[config.mk]
export PLATFORM = sky130hd
export DESIGN_NAME = periodic_tick_down_counter
export DESIGN_NICKNAME = d
export VERILOG_FILES = /design/src/rtl/tick_timer_pkg.sv /design/src/rtl/periodic_tick_down_counter.sv
export SDC_FILE = /design/constraint.sdc
export NUM_CORES = 1
export LEC_CHECK = 0
export BUFFER_PORTS_ARGS = -buffer_cell sky130_fd_sc_hd__buf_2
export CAP_MARGIN = 20
export CORE_MARGIN = 2
export CORE_UTILIZATION = 59
export DETAILED_ROUTE_END_ITERATION = 8
export GPL_ROUTABILITY_DRIVEN = 0
export PLACE_DENSITY = 0.85
export SKIP_CTS_REPAIR_TIMING = 1
export SYNTH_ARGS = -nofsm -noshare
export SYNTH_HDL_FRONTEND = slang
export SYNTH_SLANG_ARGS = --single-unit
[constraint.sdc]
create_clock -name clk_sys -period 4.6 [get_ports clk_sys]
set_clock_uncertainty 0.2 [all_clocks]
set_input_delay 0.23 -clock clk_sys [delete_from_list [all_inputs] [get_ports clk_sys]]
set_output_delay 0.23 -clock clk_sys [all_outputs]
set_load 0.01 [all_outputs]
[src/rtl/tick_timer_pkg.sv]
package tick_timer_pkg;

    localparam int unsigned COUNT_WIDTH = 24;

    localparam logic [7:0] TICK_CONTROL_STATUS_OFS    = 8'h10;
    localparam logic [7:0] TICK_RELOAD_VALUE_OFS      = 8'h14;
    localparam logic [7:0] TICK_PRESENT_COUNT_OFS     = 8'h18;
    localparam logic [7:0] TICK_CALIBRATION_VALUE_OFS = 8'h1c;

    localparam int unsigned COUNT_ENABLE_BIT      = 0;
    localparam int unsigned TICK_IRQ_ENABLE_BIT   = 1;
    localparam int unsigned TICK_CLOCK_SELECT_BIT = 2;
    localparam int unsigned ZERO_REACHED_BIT      = 16;
    localparam int unsigned CALIBRATION_INEXACT_BIT = 30;
    localparam int unsigned REFERENCE_ABSENT_BIT    = 31;

    localparam logic [2:0]  CONTROL_RESET        = 3'h0;
    localparam logic [23:0] RELOAD_RESET         = 24'h000000;
    localparam logic [23:0] COUNT_RESET          = 24'h000000;
    localparam logic [23:0] INTERVAL_CAL_RESET   = 24'h000004;
    localparam logic        CAL_FLAG_RESET       = 1'b0;

endpackage

[src/rtl/periodic_tick_down_counter.sv]
`timescale 1ns/100ps

module periodic_tick_down_counter #(
    parameter int unsigned WIDTH = tick_timer_pkg::COUNT_WIDTH
) (
    input  wire logic        clk_sys,
    input  wire logic        resetn,
    input  wire logic        reg_sel,
    input  wire logic        reg_write,
    input  wire logic [7:0]  reg_addr,
    input  wire logic [31:0] reg_wdata,
    input  wire logic [23:0] calibration_source_field,
    input  wire logic        calibration_source_inexact,
    input  wire logic        calibration_source_absent,
    output logic      [31:0] reg_rdata,
    output logic             reg_ready,
    output logic             tick_exception
);
    import tick_timer_pkg::*;

    logic             count_enable_q;
    logic             tick_irq_enable_q;
    logic             tick_clock_select_q;
    logic             zero_reached_flag_q;
    logic [WIDTH-1:0] reload_q;
    logic [WIDTH-1:0] count_q;
    logic             half_phase_q;
    logic [23:0]      interval_calibration_q;
    logic             calibration_inexact_q;
    logic             reference_absent_q;
    logic             tick;
    logic             reach_zero;
    logic             wr_ctrl;
    logic             wr_reload;
    logic             wr_count;
    logic             rd_ctrl;

    logic [WIDTH-1:0] count_d;
    logic             zero_reached_flag_d;
    logic             tick_exception_d;
    logic             tick_exception_q;
    logic [31:0]      reg_rdata_d;
    logic [31:0]      reg_rdata_q;
    logic             reg_ready_q;

    // Address match shared by every strobe decode.
    function automatic logic hit(input logic [7:0] a, input logic [7:0] ofs);
        hit = (a == ofs);
    endfunction

    assign wr_ctrl   = reg_sel && reg_write && hit(reg_addr, TICK_CONTROL_STATUS_OFS);
    assign wr_reload = reg_sel && reg_write && hit(reg_addr, TICK_RELOAD_VALUE_OFS);
    assign wr_count  = reg_sel && reg_write && hit(reg_addr, TICK_PRESENT_COUNT_OFS);
    assign rd_ctrl   = reg_sel && !reg_write && hit(reg_addr, TICK_CONTROL_STATUS_OFS);

    // Tick pacing: full rate, or every other clock for the halved reference.
    assign tick = count_enable_q && (tick_clock_select_q || half_phase_q);

    // A decrement from one lands on zero; a zero reload parked at zero never counts again.
    assign reach_zero = tick && (count_q == WIDTH'(1));

    // A clear by write in the same cycle swallows the pulse of that arrival.
    assign tick_exception_d = reach_zero && tick_irq_enable_q && !wr_count;

    always_ff @(posedge clk_sys or negedge resetn) begin
        if (!resetn) begin
            half_phase_q <= 1'b0;
        end else if (count_enable_q) begin
            half_phase_q <= !half_phase_q;
        end else begin
            half_phase_q <= 1'b0;
        end
    end

    // Reserved control bits are dropped on write and read back as zero.
    always_ff @(posedge clk_sys or negedge resetn) begin
        if (!resetn) begin
            count_enable_q      <= CONTROL_RESET[COUNT_ENABLE_BIT];
            tick_irq_enable_q   <= CONTROL_RESET[TICK_IRQ_ENABLE_BIT];
            tick_clock_select_q <= CONTROL_RESET[TICK_CLOCK_SELECT_BIT];
        end else if (wr_ctrl) begin
            count_enable_q      <= reg_wdata[COUNT_ENABLE_BIT];
            tick_irq_enable_q   <= reg_wdata[TICK_IRQ_ENABLE_BIT];
            tick_clock_select_q <= reg_wdata[TICK_CLOCK_SELECT_BIT];
        end
    end

    always_ff @(posedge clk_sys or negedge resetn) begin
        if (!resetn) begin
            reload_q <= RELOAD_RESET[WIDTH-1:0];
        end else if (wr_reload) begin
            reload_q <= reg_wdata[WIDTH-1:0];
        end
    end

    // Clearing by write wins over a tick, so the next enable starts from the reload.
    always_comb begin
        count_d = count_q;
        if (wr_count) begin
            count_d = '0;
        end else if (tick) begin
            if (count_q == '0) begin
                count_d = reload_q;
            end else begin
                count_d = count_q - WIDTH'(1);
            end
        end
    end

    always_ff @(posedge clk_sys or negedge resetn) begin
        if (!resetn) begin
            count_q <= COUNT_RESET[WIDTH-1:0];
        end else begin
            count_q <= count_d;
        end
    end

    // A new zero arrival outranks the clear by read, so no crossing is lost to a read; a clear by write in that cycle still drops it.
    always_comb begin
        zero_reached_flag_d = zero_reached_flag_q;
        if (wr_count) begin
            zero_reached_flag_d = 1'b0;
        end else if (reach_zero) begin
            zero_reached_flag_d = 1'b1;
        end else if (rd_ctrl) begin
            zero_reached_flag_d = 1'b0;
        end
    end

    always_ff @(posedge clk_sys or negedge resetn) begin
        if (!resetn) begin
            zero_reached_flag_q <= 1'b0;
        end else begin
            zero_reached_flag_q <= zero_reached_flag_d;
        end
    end

    always_ff @(posedge clk_sys or negedge resetn) begin
        if (!resetn) begin
            tick_exception_q <= 1'b0;
        end else begin
            tick_exception_q <= tick_exception_d;
        end
    end

    // The calibration word is sampled each clock, so a change shows one clock later.
    always_ff @(posedge clk_sys or negedge resetn) begin
        if (!resetn) begin
            interval_calibration_q <= INTERVAL_CAL_RESET;
            calibration_inexact_q  <= CAL_FLAG_RESET;
            reference_absent_q     <= CAL_FLAG_RESET;
        end else begin
            interval_calibration_q <= calibration_source_field;
            calibration_inexact_q  <= calibration_source_inexact;
            reference_absent_q     <= calibration_source_absent;
        end
    end

    // Read data is zero outside a read, so answers of several blocks may be ORed.
    always_comb begin
        reg_rdata_d = 32'h00000000;
        if (reg_sel && !reg_write) begin
            case (reg_addr)
                TICK_CONTROL_STATUS_OFS: begin
                    reg_rdata_d[COUNT_ENABLE_BIT]      = count_enable_q;
                    reg_rdata_d[TICK_IRQ_ENABLE_BIT]   = tick_irq_enable_q;
                    reg_rdata_d[TICK_CLOCK_SELECT_BIT] = tick_clock_select_q;
                    reg_rdata_d[ZERO_REACHED_BIT]      = zero_reached_flag_q;
                end
                TICK_RELOAD_VALUE_OFS: begin
                    reg_rdata_d[WIDTH-1:0] = reload_q;
                end
                TICK_PRESENT_COUNT_OFS: begin
                    reg_rdata_d[WIDTH-1:0] = count_q;
                end
                TICK_CALIBRATION_VALUE_OFS: begin
                    reg_rdata_d[23:0]                    = interval_calibration_q;
                    reg_rdata_d[CALIBRATION_INEXACT_BIT] = calibration_inexact_q;
                    reg_rdata_d[REFERENCE_ABSENT_BIT]    = reference_absent_q;
                end
                default: begin
                    reg_rdata_d = 32'h00000000;
                end
            endcase
        end
    end

    always_ff @(posedge clk_sys or negedge resetn) begin
        if (!resetn) begin
            reg_rdata_q <= 32'h00000000;
            reg_ready_q <= 1'b0;
        end else begin
            reg_ready_q <= reg_sel;
            reg_rdata_q <= reg_rdata_d;
        end
    end

    // Outputs are copied straight from their flip-flops.
    assign reg_rdata      = reg_rdata_q;
    assign reg_ready      = reg_ready_q;
    assign tick_exception = tick_exception_q;

endmodule

==> results of run 1 <==
-- layer usage --
metal	global-route usage (%)	vias to the layer above	part of all wire (%)
met5	0	-	0
met4	9.783	0	2.2
met3	4.822	30	6.3
met2	42.96	194	49
met1	35.68	1963	43
li1	-	1786	-
-- state kept, by name, indices dropped and copies added (netlist names) --
signal and count:
interval_calibration_q 24, tick_clock_select_q 1, half_phase_q 1, reg_ready 1, reference_absent_q 1, tick_exception 1
calibration_inexact_q 1, reload_q 24, count_q 24, count_enable_q 1, zero_reached_flag_q 1, tick_irq_enable_q 1
reg_rdata 26
-- cell type report --
type,instances,area (um2),share of cell area [%]
Clock buffer,12,165.2,2.730
Clock inverter,4,47.55,0.7859
Inverter,5,18.77,0.3102
Multi-Input combinational cell,279,2017,33.34
Sequential cell,107,2679,44.28
Tap cell,105,131.4,2.172
Timing Repair Buffer,144,991.0,16.38
-- cells by family after synthesis --
| group | count (synthesis) |
|---|---|
| other cells | 1 |
| compound gates | 87 |
| simple gates | 122 |
| buf+inv | 43 |
| fa+ha+maj | 3 |
| mux | 61 |
| flops | 107 |
-- through the flow --
step	worst slack, ps	hold WS (ps)	power, mW	cell area [um2]	cells
finish	1250	29.36	1.743	6050	656
global route	1128	39.95	1.802	6050	656
CTS	1326	-301.5	1.707	5529	604
detailed placement	1327	103.0	1.106	5316	588
global placement	1389	90.55	1.099	5316	588
floorplan	1803	-265.6	1.048	4912	429
-- worst reg2reg max path, delay by kind of cell (launching register included) --
family | cells | cell delay, ps
multiplexers | 1 | 320
buffers and inverters | 2 | 410
AND/OR/NAND/NOR | 3 | 1470
AO/OA/AOI/OAI | 1 | 210
flip-flops | 1 | 470
adder cells (fa/ha/maj) | 1 | 150
-- path summary, 6_finish.rpt --
| check | startpoint | endpoint | cells after the start |
|---|---|---|---|
| setup / recovery | count_q[0]$_DFFE_PN0P_ | count_q[8]$_DFFE_PN0P_ | 8 |
| hold / removal | reg_write | reg_rdata[16]$_DFF_PN0_ | 3 |
| setup reg to reg | count_q[0]$_DFFE_PN0P_ | count_q[8]$_DFFE_PN0P_ | 8 |
| hold reg to reg | half_phase_q$_DFF_PN0_ | half_phase_q$_DFF_PN0_ | 1 |
| max in group asynchronous | resetn | count_q[0]$_DFFE_PN0P_ | 3 |
| min in group asynchronous | resetn | reload_q[16]$_DFFE_PN0P_ | 2 |
-- power groups by stage --
stage,clock [mW],combinational [mW],sequential [mW]
3_3_place_gp,0,0.106,0.993
5_1_grt,0.661,0.162,0.979
6_report,0.620,0.146,0.976
3_5_place_dp,0,0.111,0.994
4_1_cts,0.619,0.112,0.976
2_1_floorplan,0,0.0585,0.989
-- cell usage after synthesis, drive strengths merged, types with 3 or more instances --
master and n:
a22oi 20, clkbuf 23, buf 15, nor2 36, nor2b 3, o22ai 6
mux2 53, mux4 4, dfrtp 106, mux2i 4, or3 5, nor3 20
or4 6, a32o 6, inv 5, nand2 17, and2 4, ha 3
a211oi 5, o21ai 21, a21oi 12, nor4 7, nand3 10
==> flow_metrics.env, run 1 <==
export IMPL_cp_end_kind="register"
export IMPL_syn_mean_instance_area_um2=11.54
export IMPL_dp_hpwl_um=7217
export IMPL_cts_tree="yes"
export IMPL_layout_commonest_cell="dfrtp_1"
export IMPL_rsz0062_at_grt="false"
export IMPL_post_route_util_pct=74.37
export IMPL_worst_ep_required_time_ps=4660
export IMPL_via_count=3973
export IMPL_powerDensity_nw_per_um2=288.0
export IMPL_async_flop_share_pct=100.0
export IMPL_synthCells=424
export IMPL_syn_area_um2=4893
export IMPL_synth_edf_count=0
export IMPL_synthXorXnorAreaFrac_pct=0
export IMPL_die_y_um=95.07
export IMPL_synthTopCellsByArea="dfrtp_1 (54%), mux2_2 (11%), a22oi_1 (3.1%)"
export IMPL_layout_common_cells="dfrtp_1 (106), buf_2 (88), dlygate4sd3_1 (52), mux2_2 (47), nor2_1 (35)"
export IMPL_yosysTopAreaCell="dfrtp_1"
export IMPL_drt_vias_per_instance=6.056
export IMPL_arrival_ps=3410
export IMPL_grt_overflow=0
export IMPL_clockPowerShare_pct=35.6
export IMPL_yosysTopAreaCellShare_pct=54.21
export IMPL_synthAdderAreaFrac_pct=0.7671
export IMPL_antenna_found_initial=0
export IMPL_drt_total_wl_um=12090
export IMPL_p_int_mw=1.338
export IMPL_setup_violations_final=0
export IMPL_cpLargestDelayFamily="simple AND/OR/NAND/NOR gates"
export IMPL_peakVddDrop_mv=0.1496
export IMPL_portBuffers=89
export IMPL_h_tree_depth=3
export IMPL_startpoint_type="register"
export IMPL_num_rows=33
export IMPL_dieArea_um2=9038
export IMPL_switchingPower_mw=0.4050
export IMPL_crit_chain="inv_1 > ha_1 > or4b_2 > or3_1 > or2_1 > buf_4 > mux2_4 > a32o_1"
export IMPL_pwr_share_seq_pct=56.0
export IMPL_sw_frac_of_total_pct=23.24
export IMPL_regToRegSetupSlack_ps=1250
export IMPL_first_pass_iters=5
export IMPL_grt_pass1_wl_um=18240
export IMPL_hold_viol=0
export IMPL_slowest_delay_ps=570
export IMPL_muxShareOfSynthArea_pct=15.16
export IMPL_tightestPinTransition_ps=1055
export IMPL_initial_core_util_pct=60.16
export IMPL_grt_pass1_vias=3761
export IMPL_clk_pin_slew_ps=100
export IMPL_seq_area_frac_synth_pct=54.74
export IMPL_synth_top_flop_cell="dfrtp_1"
export IMPL_cap_violations=0
export IMPL_outcome="completed"
export IMPL_route_detailed_drc=0
export IMPL_p_leak_nw=2.863
export IMPL_finalSetupTns_ps=0
export IMPL_path_class="register to register"
export IMPL_synthToLayoutAreaGrowth_pct=23.63
export IMPL_drive_above_1_share_pct=30.67
export IMPL_insertion_delay_ps=380
export IMPL_synth_top_family_by_area="multiplexers"
export IMPL_yosys_warnings=0
export IMPL_grt_usage_pct=26.42
export IMPL_crit_slowest_cell="or4b_2"
export IMPL_cts_root_buf="clkbuf_8"
export IMPL_hold_path_class="input port to register"
export IMPL_timing_slew_headroom_pct=29.21
export IMPL_ys_ff_latch=107
export IMPL_numCtsBuffers=9
export IMPL_avgRoutedWirePerCell_um=18.43
export IMPL_pin_count=104
export IMPL_n_antenna_cell=0
export IMPL_report_final_slew_viol_count=0
export IMPL_synth_cell_types=54
export IMPL_grt_max_degree=57
export IMPL_die_w_um=95.07
export IMPL_fmax_mhz=298.5
export IMPL_cp_max_fo=18
export IMPL_combinationalPowerShare_pct=8.4
export IMPL_synth_compound_area_share_pct=12.04
export IMPL_cts_sink_count=107
export IMPL_crit_buf_inv=2
export IMPL_clockBufferDepth=2
export IMPL_synthSimpleGateAreaFrac_pct=12.78
export IMPL_fin_crit_ps=3350
export IMPL_final_antenna_net_count=0
export IMPL_fin_crit_sh_pct=72.84
export IMPL_core_area_um2=8134
export IMPL_nFillCells=540
export IMPL_drt_initial_drc_count=296
export IMPL_nets=619
(Power assumes the default switching activity.)
==> inputs of run 2 (changes only) <==
CORE_UTILIZATION = 49   (was 59)
PLACE_DENSITY = 0.76   (was 0.85)
clock period = 2.9 ns   (was 4.6 ns; I/O delays follow)
==> run 2 against run 1 <==
Critical path depth grew 1; worst hold slack gained 12 ps; clock power increased by 66%; utilization decreased by 9.7 points; largest power group unchanged.
==> flow_metrics.env, run 2 (same netlist as run 1, synthesis figures left out) <==
export IMPL_outcome="completed"
export IMPL_worstHoldEndpoint="reg_rdata[16]$_DFF_PN0_"
export IMPL_fin_crit_sh_pct=95.10
export IMPL_core_area_um2=9729
export IMPL_initial_core_util_pct=50.30
export IMPL_grt_usage_pct=22.07
export IMPL_path_class="register to register"
export IMPL_portBuffers=89
export IMPL_hold_path_class="input port to register"
export IMPL_nFillCells=755
export IMPL_switchingPower_mw=0.6201
export IMPL_pin_count=104
export IMPL_grt_pass1_vias=3778
export IMPL_final_antenna_net_count=0
export IMPL_route_detailed_drc=0
export IMPL_p_leak_nw=2.986
export IMPL_report_final_slew_viol_count=0
export IMPL_synthToLayoutAreaGrowth_pct=28.53
export IMPL_largest_reg_flops=26
export IMPL_combinationalPowerShare_pct=8.7
export IMPL_multi_input_area_um2=2019
export IMPL_die_w_um=103.9
export IMPL_hold_viol=0
export IMPL_worstHoldStart="reg_addr[5]"
export IMPL_antenna_found_initial=0
export IMPL_r2r_cells=9
export IMPL_fmax_mhz=362.6
export IMPL_n_antenna_cell=0
export IMPL_tightestPinTransition_ps=891.1
export IMPL_sw_frac_of_total_pct=22.04
export IMPL_peakVddDrop_mv=0.2294
export IMPL_h_tree_depth=3
export IMPL_first_pass_iters=5
export IMPL_nets=642
export IMPL_setup_violations_final=0
export IMPL_dieArea_um2=10800
export IMPL_whs_path_depth=5
export IMPL_worst_ep_required_time_ps=2970
export IMPL_arrival_ps=2830
export IMPL_layout_commonest_cell="dfrtp_1"
export IMPL_grt_overflow=0
export IMPL_clk_pin_slew_ps=100
export IMPL_finalPower_mw=2.814
export IMPL_clockBufferDepth=2
export IMPL_rsz0062_at_grt="false"
export IMPL_cp_max_fo=8
export IMPL_drive_above_1_share_pct=33.28
export IMPL_numCtsBuffers=9
export IMPL_via_count=4036
export IMPL_regToRegSetupSlack_ps=140
export IMPL_fin_crit_ps=2758
export IMPL_cts_tree="yes"
export IMPL_grt_max_degree=55
export IMPL_dp_hpwl_um=7606
export IMPL_cts_root_buf="clkbuf_8"
export IMPL_clockPowerShare_pct=36.4
export IMPL_insertion_delay_ps=370
export IMPL_num_rows=36
export IMPL_r2r_start="count_q[1]$_DFFE_PN0P_"
export IMPL_drt_initial_drc_count=350
export IMPL_critPathLaunch="count_q[1]$_DFFE_PN0P_"
export IMPL_startpoint_type="register"
export IMPL_p_int_mw=2.194
export IMPL_cap_violations=0
export IMPL_final_seq_area_um2=2679
export IMPL_grt_pass1_wl_um=19010
export IMPL_cts_sink_count=107
export IMPL_layout_common_cells="dfrtp_1 (106), buf_2 (88), dlygate4sd3_1 (53), mux2_2 (47), nor2_1 (35)"
export IMPL_drt_total_wl_um=12300
export IMPL_reg2reg_to="count_q[9]$_DFFE_PN0P_"
export IMPL_powerDensity_nw_per_um2=447.4
export IMPL_avgRoutedWirePerCell_um=17.39
export IMPL_drt_vias_per_instance=5.709
export IMPL_cp_end_kind="register"
export IMPL_die_y_um=103.9
export IMPL_post_route_util_pct=64.65
export IMPL_pwr_share_seq_pct=54.9
export IMPL_timing_slew_headroom_pct=40.60
export IMPL_finalSetupTns_ps=0
run 2: cell count changes in the layout (fill, tap and decap cells not counted):
cell / delta
buf_12: +1
buf_4: +21
bufinv_16: +1
clkbuf_1: +1
clkbuf_8: -1
clkinv_2: -1
dlygate4sd3_1: +1
o21ai_0: +1
o21ai_1: -1
or2_1: -1
or2_4: +1
run 2: power by group through the flow:
stage / registers [mW] / logic, mW / clock network, mW
3_3_place_gp: 1.57 / 0.182 / 0
6_report: 1.54 / 0.244 / 1.03
2_1_floorplan: 1.57 / 0.0928 / 0
3_5_place_dp: 1.57 / 0.188 / 0
5_1_grt: 1.55 / 0.268 / 1.10
4_1_cts: 1.54 / 0.190 / 1.04
run 2: how the worst max path moves through the flow:
stage	to	slack, ps
finish	count_q[9]$_DFFE_PN0P_	140
global placement	count_q[21]$_DFFE_PN0P_	110
CTS	count_q[18]$_DFFE_PN0P_	5
global route	count_q[21]$_DFFE_PN0P_	5
floorplan	count_q[21]$_DFFE_PN0P_	100
detailed placement	count_q[18]$_DFFE_PN0P_	20
run 2: layout make-up:
type,count,area share [%]
clock inverters,4,1.154
inverters,5,0.2984
flip-flops and latches,107,42.59
well taps,133,2.646
repair buffers,167,18.74
clock buffers,12,2.467
multi-input cells,279,32.11
run 2: worst max-delay path, cell delays in order (launching register included):
cell,delay [ps]
dfrtp_1,390
inv_1,100
ha_1,140
or4b_2,590
or3_1,350
buf_4,180
nor2_2,100
buf_4,180
o21ai_0,110
a32o_1,320
run 2: layer usage:
layer	vias to the layer above	track usage [%]	part of all wire (%)
li1	1838	-	-
met1	2013	30.57	44
met2	171	35.06	49
met3	14	3.321	5.4
met4	0	9.170	1.2
met5	-	0	0
run 2: per-stage QoR:
stage	setup WS [ps]	hold WS (ps)	area, um2	std cells
floorplan	103.0	-350.6	4912	429
global placement	114.4	34.12	5529	638
detailed placement	23.24	40.69	5529	638
CTS	4.644	-369.6	5757	654
global route	5.040	70.60	6290	707
finish	142.2	40.89	6290	707
==> inputs of run 3 (changes only) <==
BUFFER_PORTS_ARGS = unset   (was -buffer_cell sky130_fd_sc_hd__buf_2)
CORE_UTILIZATION = 57   (was 49)
DONT_BUFFER_PORTS = 1   (was unset)
PLACE_DENSITY = 0.75   (was 0.76)
==> run 3 against run 2 <==
Cell count decreased by 16%; the run now ends with hold timing left; routed wire length decreased by 8.5%; critical path type unchanged; global-route usage increased by 1.5 points.
==> flow_metrics.env, run 3 (same netlist as run 1, synthesis figures left out) <==
export IMPL_clockBufferDepth=2
export IMPL_cts_root_buf="clkbuf_8"
export IMPL_hold_path_class="input port to register"
export IMPL_grt_max_degree=108
export IMPL_p_int_mw=2.110
export IMPL_core_area_um2=8258
export IMPL_cts_tree="yes"
export IMPL_finalPower_mw=2.713
export IMPL_cp_end_kind="register"
export IMPL_synthToLayoutAreaGrowth_pct=19.71
export IMPL_rsz0062_at_grt="false"
export IMPL_grt_busiest_layer="met2"
export IMPL_place_ws_ps=-39.73
export IMPL_insertion_delay_ps=380
export IMPL_worst_ep_required_time_ps=2950
export IMPL_violations="hold timing"
export IMPL_grtUsageMet2_pct=37.50
export IMPL_grt_overflow=0
export IMPL_report_final_slew_viol_count=0
export IMPL_dp_hpwl_um=6978
export IMPL_antenna_found_initial=0
export IMPL_final_seq_area_um2=2679
export IMPL_grtUsageMet3_pct=6.069
export IMPL_powerDensity_nw_per_um2=463.1
export IMPL_multi_input_area_um2=2019
export IMPL_grt_usage_pct=23.57
export IMPL_cp_max_fo=13
export IMPL_nets=556
export IMPL_portBuffers=0
export IMPL_p_leak_nw=2.606
export IMPL_peakVddDrop_mv=0.2679
export IMPL_path_class="register to register"
export IMPL_drive_above_1_share_pct=20.70
export IMPL_fin_crit_ps=2764
export IMPL_timing_slew_headroom_pct=52.23
export IMPL_final_antenna_net_count=0
export IMPL_initial_core_util_pct=59.26
export IMPL_layout_common_cells="dfrtp_1 (106), dlygate4sd3_1 (57), mux2_2 (47), nor2_1 (35)"
export IMPL_fin_crit_sh_pct=95.32
export IMPL_cap_violations=0
export IMPL_grt_pass1_vias=3521
export IMPL_pin_count=104
export IMPL_pwr_share_seq_pct=56.9
export IMPL_via_count=3667
export IMPL_cts_sink_count=107
export IMPL_setup_slack_ps=135.6
export IMPL_tightestPinTransition_ps=716.5
export IMPL_n_antenna_cell=0
export IMPL_arrival_ps=2820
export IMPL_hold_ws_ps=-28.94
export IMPL_dieArea_um2=9342
export IMPL_drt_total_wl_um=11250
export IMPL_combinationalPowerShare_pct=7.7
export IMPL_grt_util_met1_pct=32.24
export IMPL_hold_viol=4
export IMPL_largest_reg_flops=26
export IMPL_die_y_um=96.66
export IMPL_first_pass_iters=5
export IMPL_numCtsBuffers=9
export IMPL_clockPowerShare_pct=35.4
export IMPL_startpoint_type="register"
export IMPL_r2r_cells=8
export IMPL_drt_initial_drc_count=206
export IMPL_fmax_mhz=361.7
export IMPL_die_w_um=96.66
export IMPL_outcome="finished with violations"
export IMPL_sw_frac_of_total_pct=22.24
export IMPL_avgRoutedWirePerCell_um=18.97
export IMPL_nFillCells=602
export IMPL_clk_pin_slew_ps=100
export IMPL_whs_path_depth=4
export IMPL_route_detailed_drc=0
export IMPL_switchingPower_mw=0.6033
export IMPL_h_tree_depth=3
export IMPL_drt_vias_per_instance=6.184
export IMPL_layout_commonest_cell="dfrtp_1"
export IMPL_num_rows=33
export IMPL_grt_pass1_wl_um=17780
export IMPL_setup_violations_final=0
[run 3: cell types whose count changed in the layout (fill, tap and decap cells not counted), sizes merged]
cell | before | now
buf | 114 | 24
bufinv | 2 | 1
clkbuf | 12 | 13
clkinv | 1 | 0
clkinvlp | 1 | 2
dlygate4sd3 | 53 | 57
[run 3: cell type report]
type                            instances  area share (%)
Clock buffer                           13           2.883
Multi-Input combinational cell        279           34.47
Timing Repair Buffer                   81           13.58
Clock inverter                          3          0.7689
Sequential cell                       107           45.73
Tap cell                              105           2.243
Inverter                                5          0.3204
[run 3: power groups by stage]
stage          Combinational [mW]  Sequential (mW)  Clock, mW
6_report                    0.208             1.54      0.961
5_1_grt                     0.230             1.55       1.03
4_1_cts                    0.0953             1.55      0.984
3_5_place_dp               0.0949             1.57          0
3_3_place_gp               0.0912             1.57          0
2_1_floorplan              0.0928             1.57          0
[run 3: routing by layer]
layer / up-vias / wire length (um)
met1: 1824 / 4881
met2: 150 / 5486
met4: 0 / 173
met3: 19 / 710
met5: - / 0
li1: 1674 / -
[run 3: final timing paths]
check                                        from                                   to  slack (ps)
max                        count_q[1]$_DFFE_PN0P_              count_q[10]$_DFFE_PN0P_         140
min reg2reg                half_phase_q$_DFF_PN0_               half_phase_q$_DFF_PN0_         270
min                                   reg_addr[5]              reg_rdata[16]$_DFF_PN0_         -30
max reg2reg                count_q[1]$_DFFE_PN0P_              count_q[10]$_DFFE_PN0P_         140
max in group asynchronous                  resetn  interval_calibration_q[2]$_DFF_PN1_        1930
min in group asynchronous                  resetn              reg_rdata[16]$_DFF_PN0_         150
[run 3: critical path: stages (launching register included)]
cell	delay, ps
dfrtp_1	390
inv_1	100
ha_1	160
or4b_2	590
or3_1	350
or2_4	330
buf_4	220
o311ai_1	230
a21oi_1	80
[run 3: stage by stage]
stage	area [um2]	TNS [ps]	utilization, %	cells	hold slack [ps]
final	5858	0	70.94	593	-28.94
after floorplan	4912	0	-	429	-350.6
after global routing	5858	0	70.94	593	15.12
after detailed placement	5004	-65.25	60.59	517	-348.5
after global placement	5004	0	60.59	517	-347.7
after CTS	5218	-283.6	63.18	533	-758.5
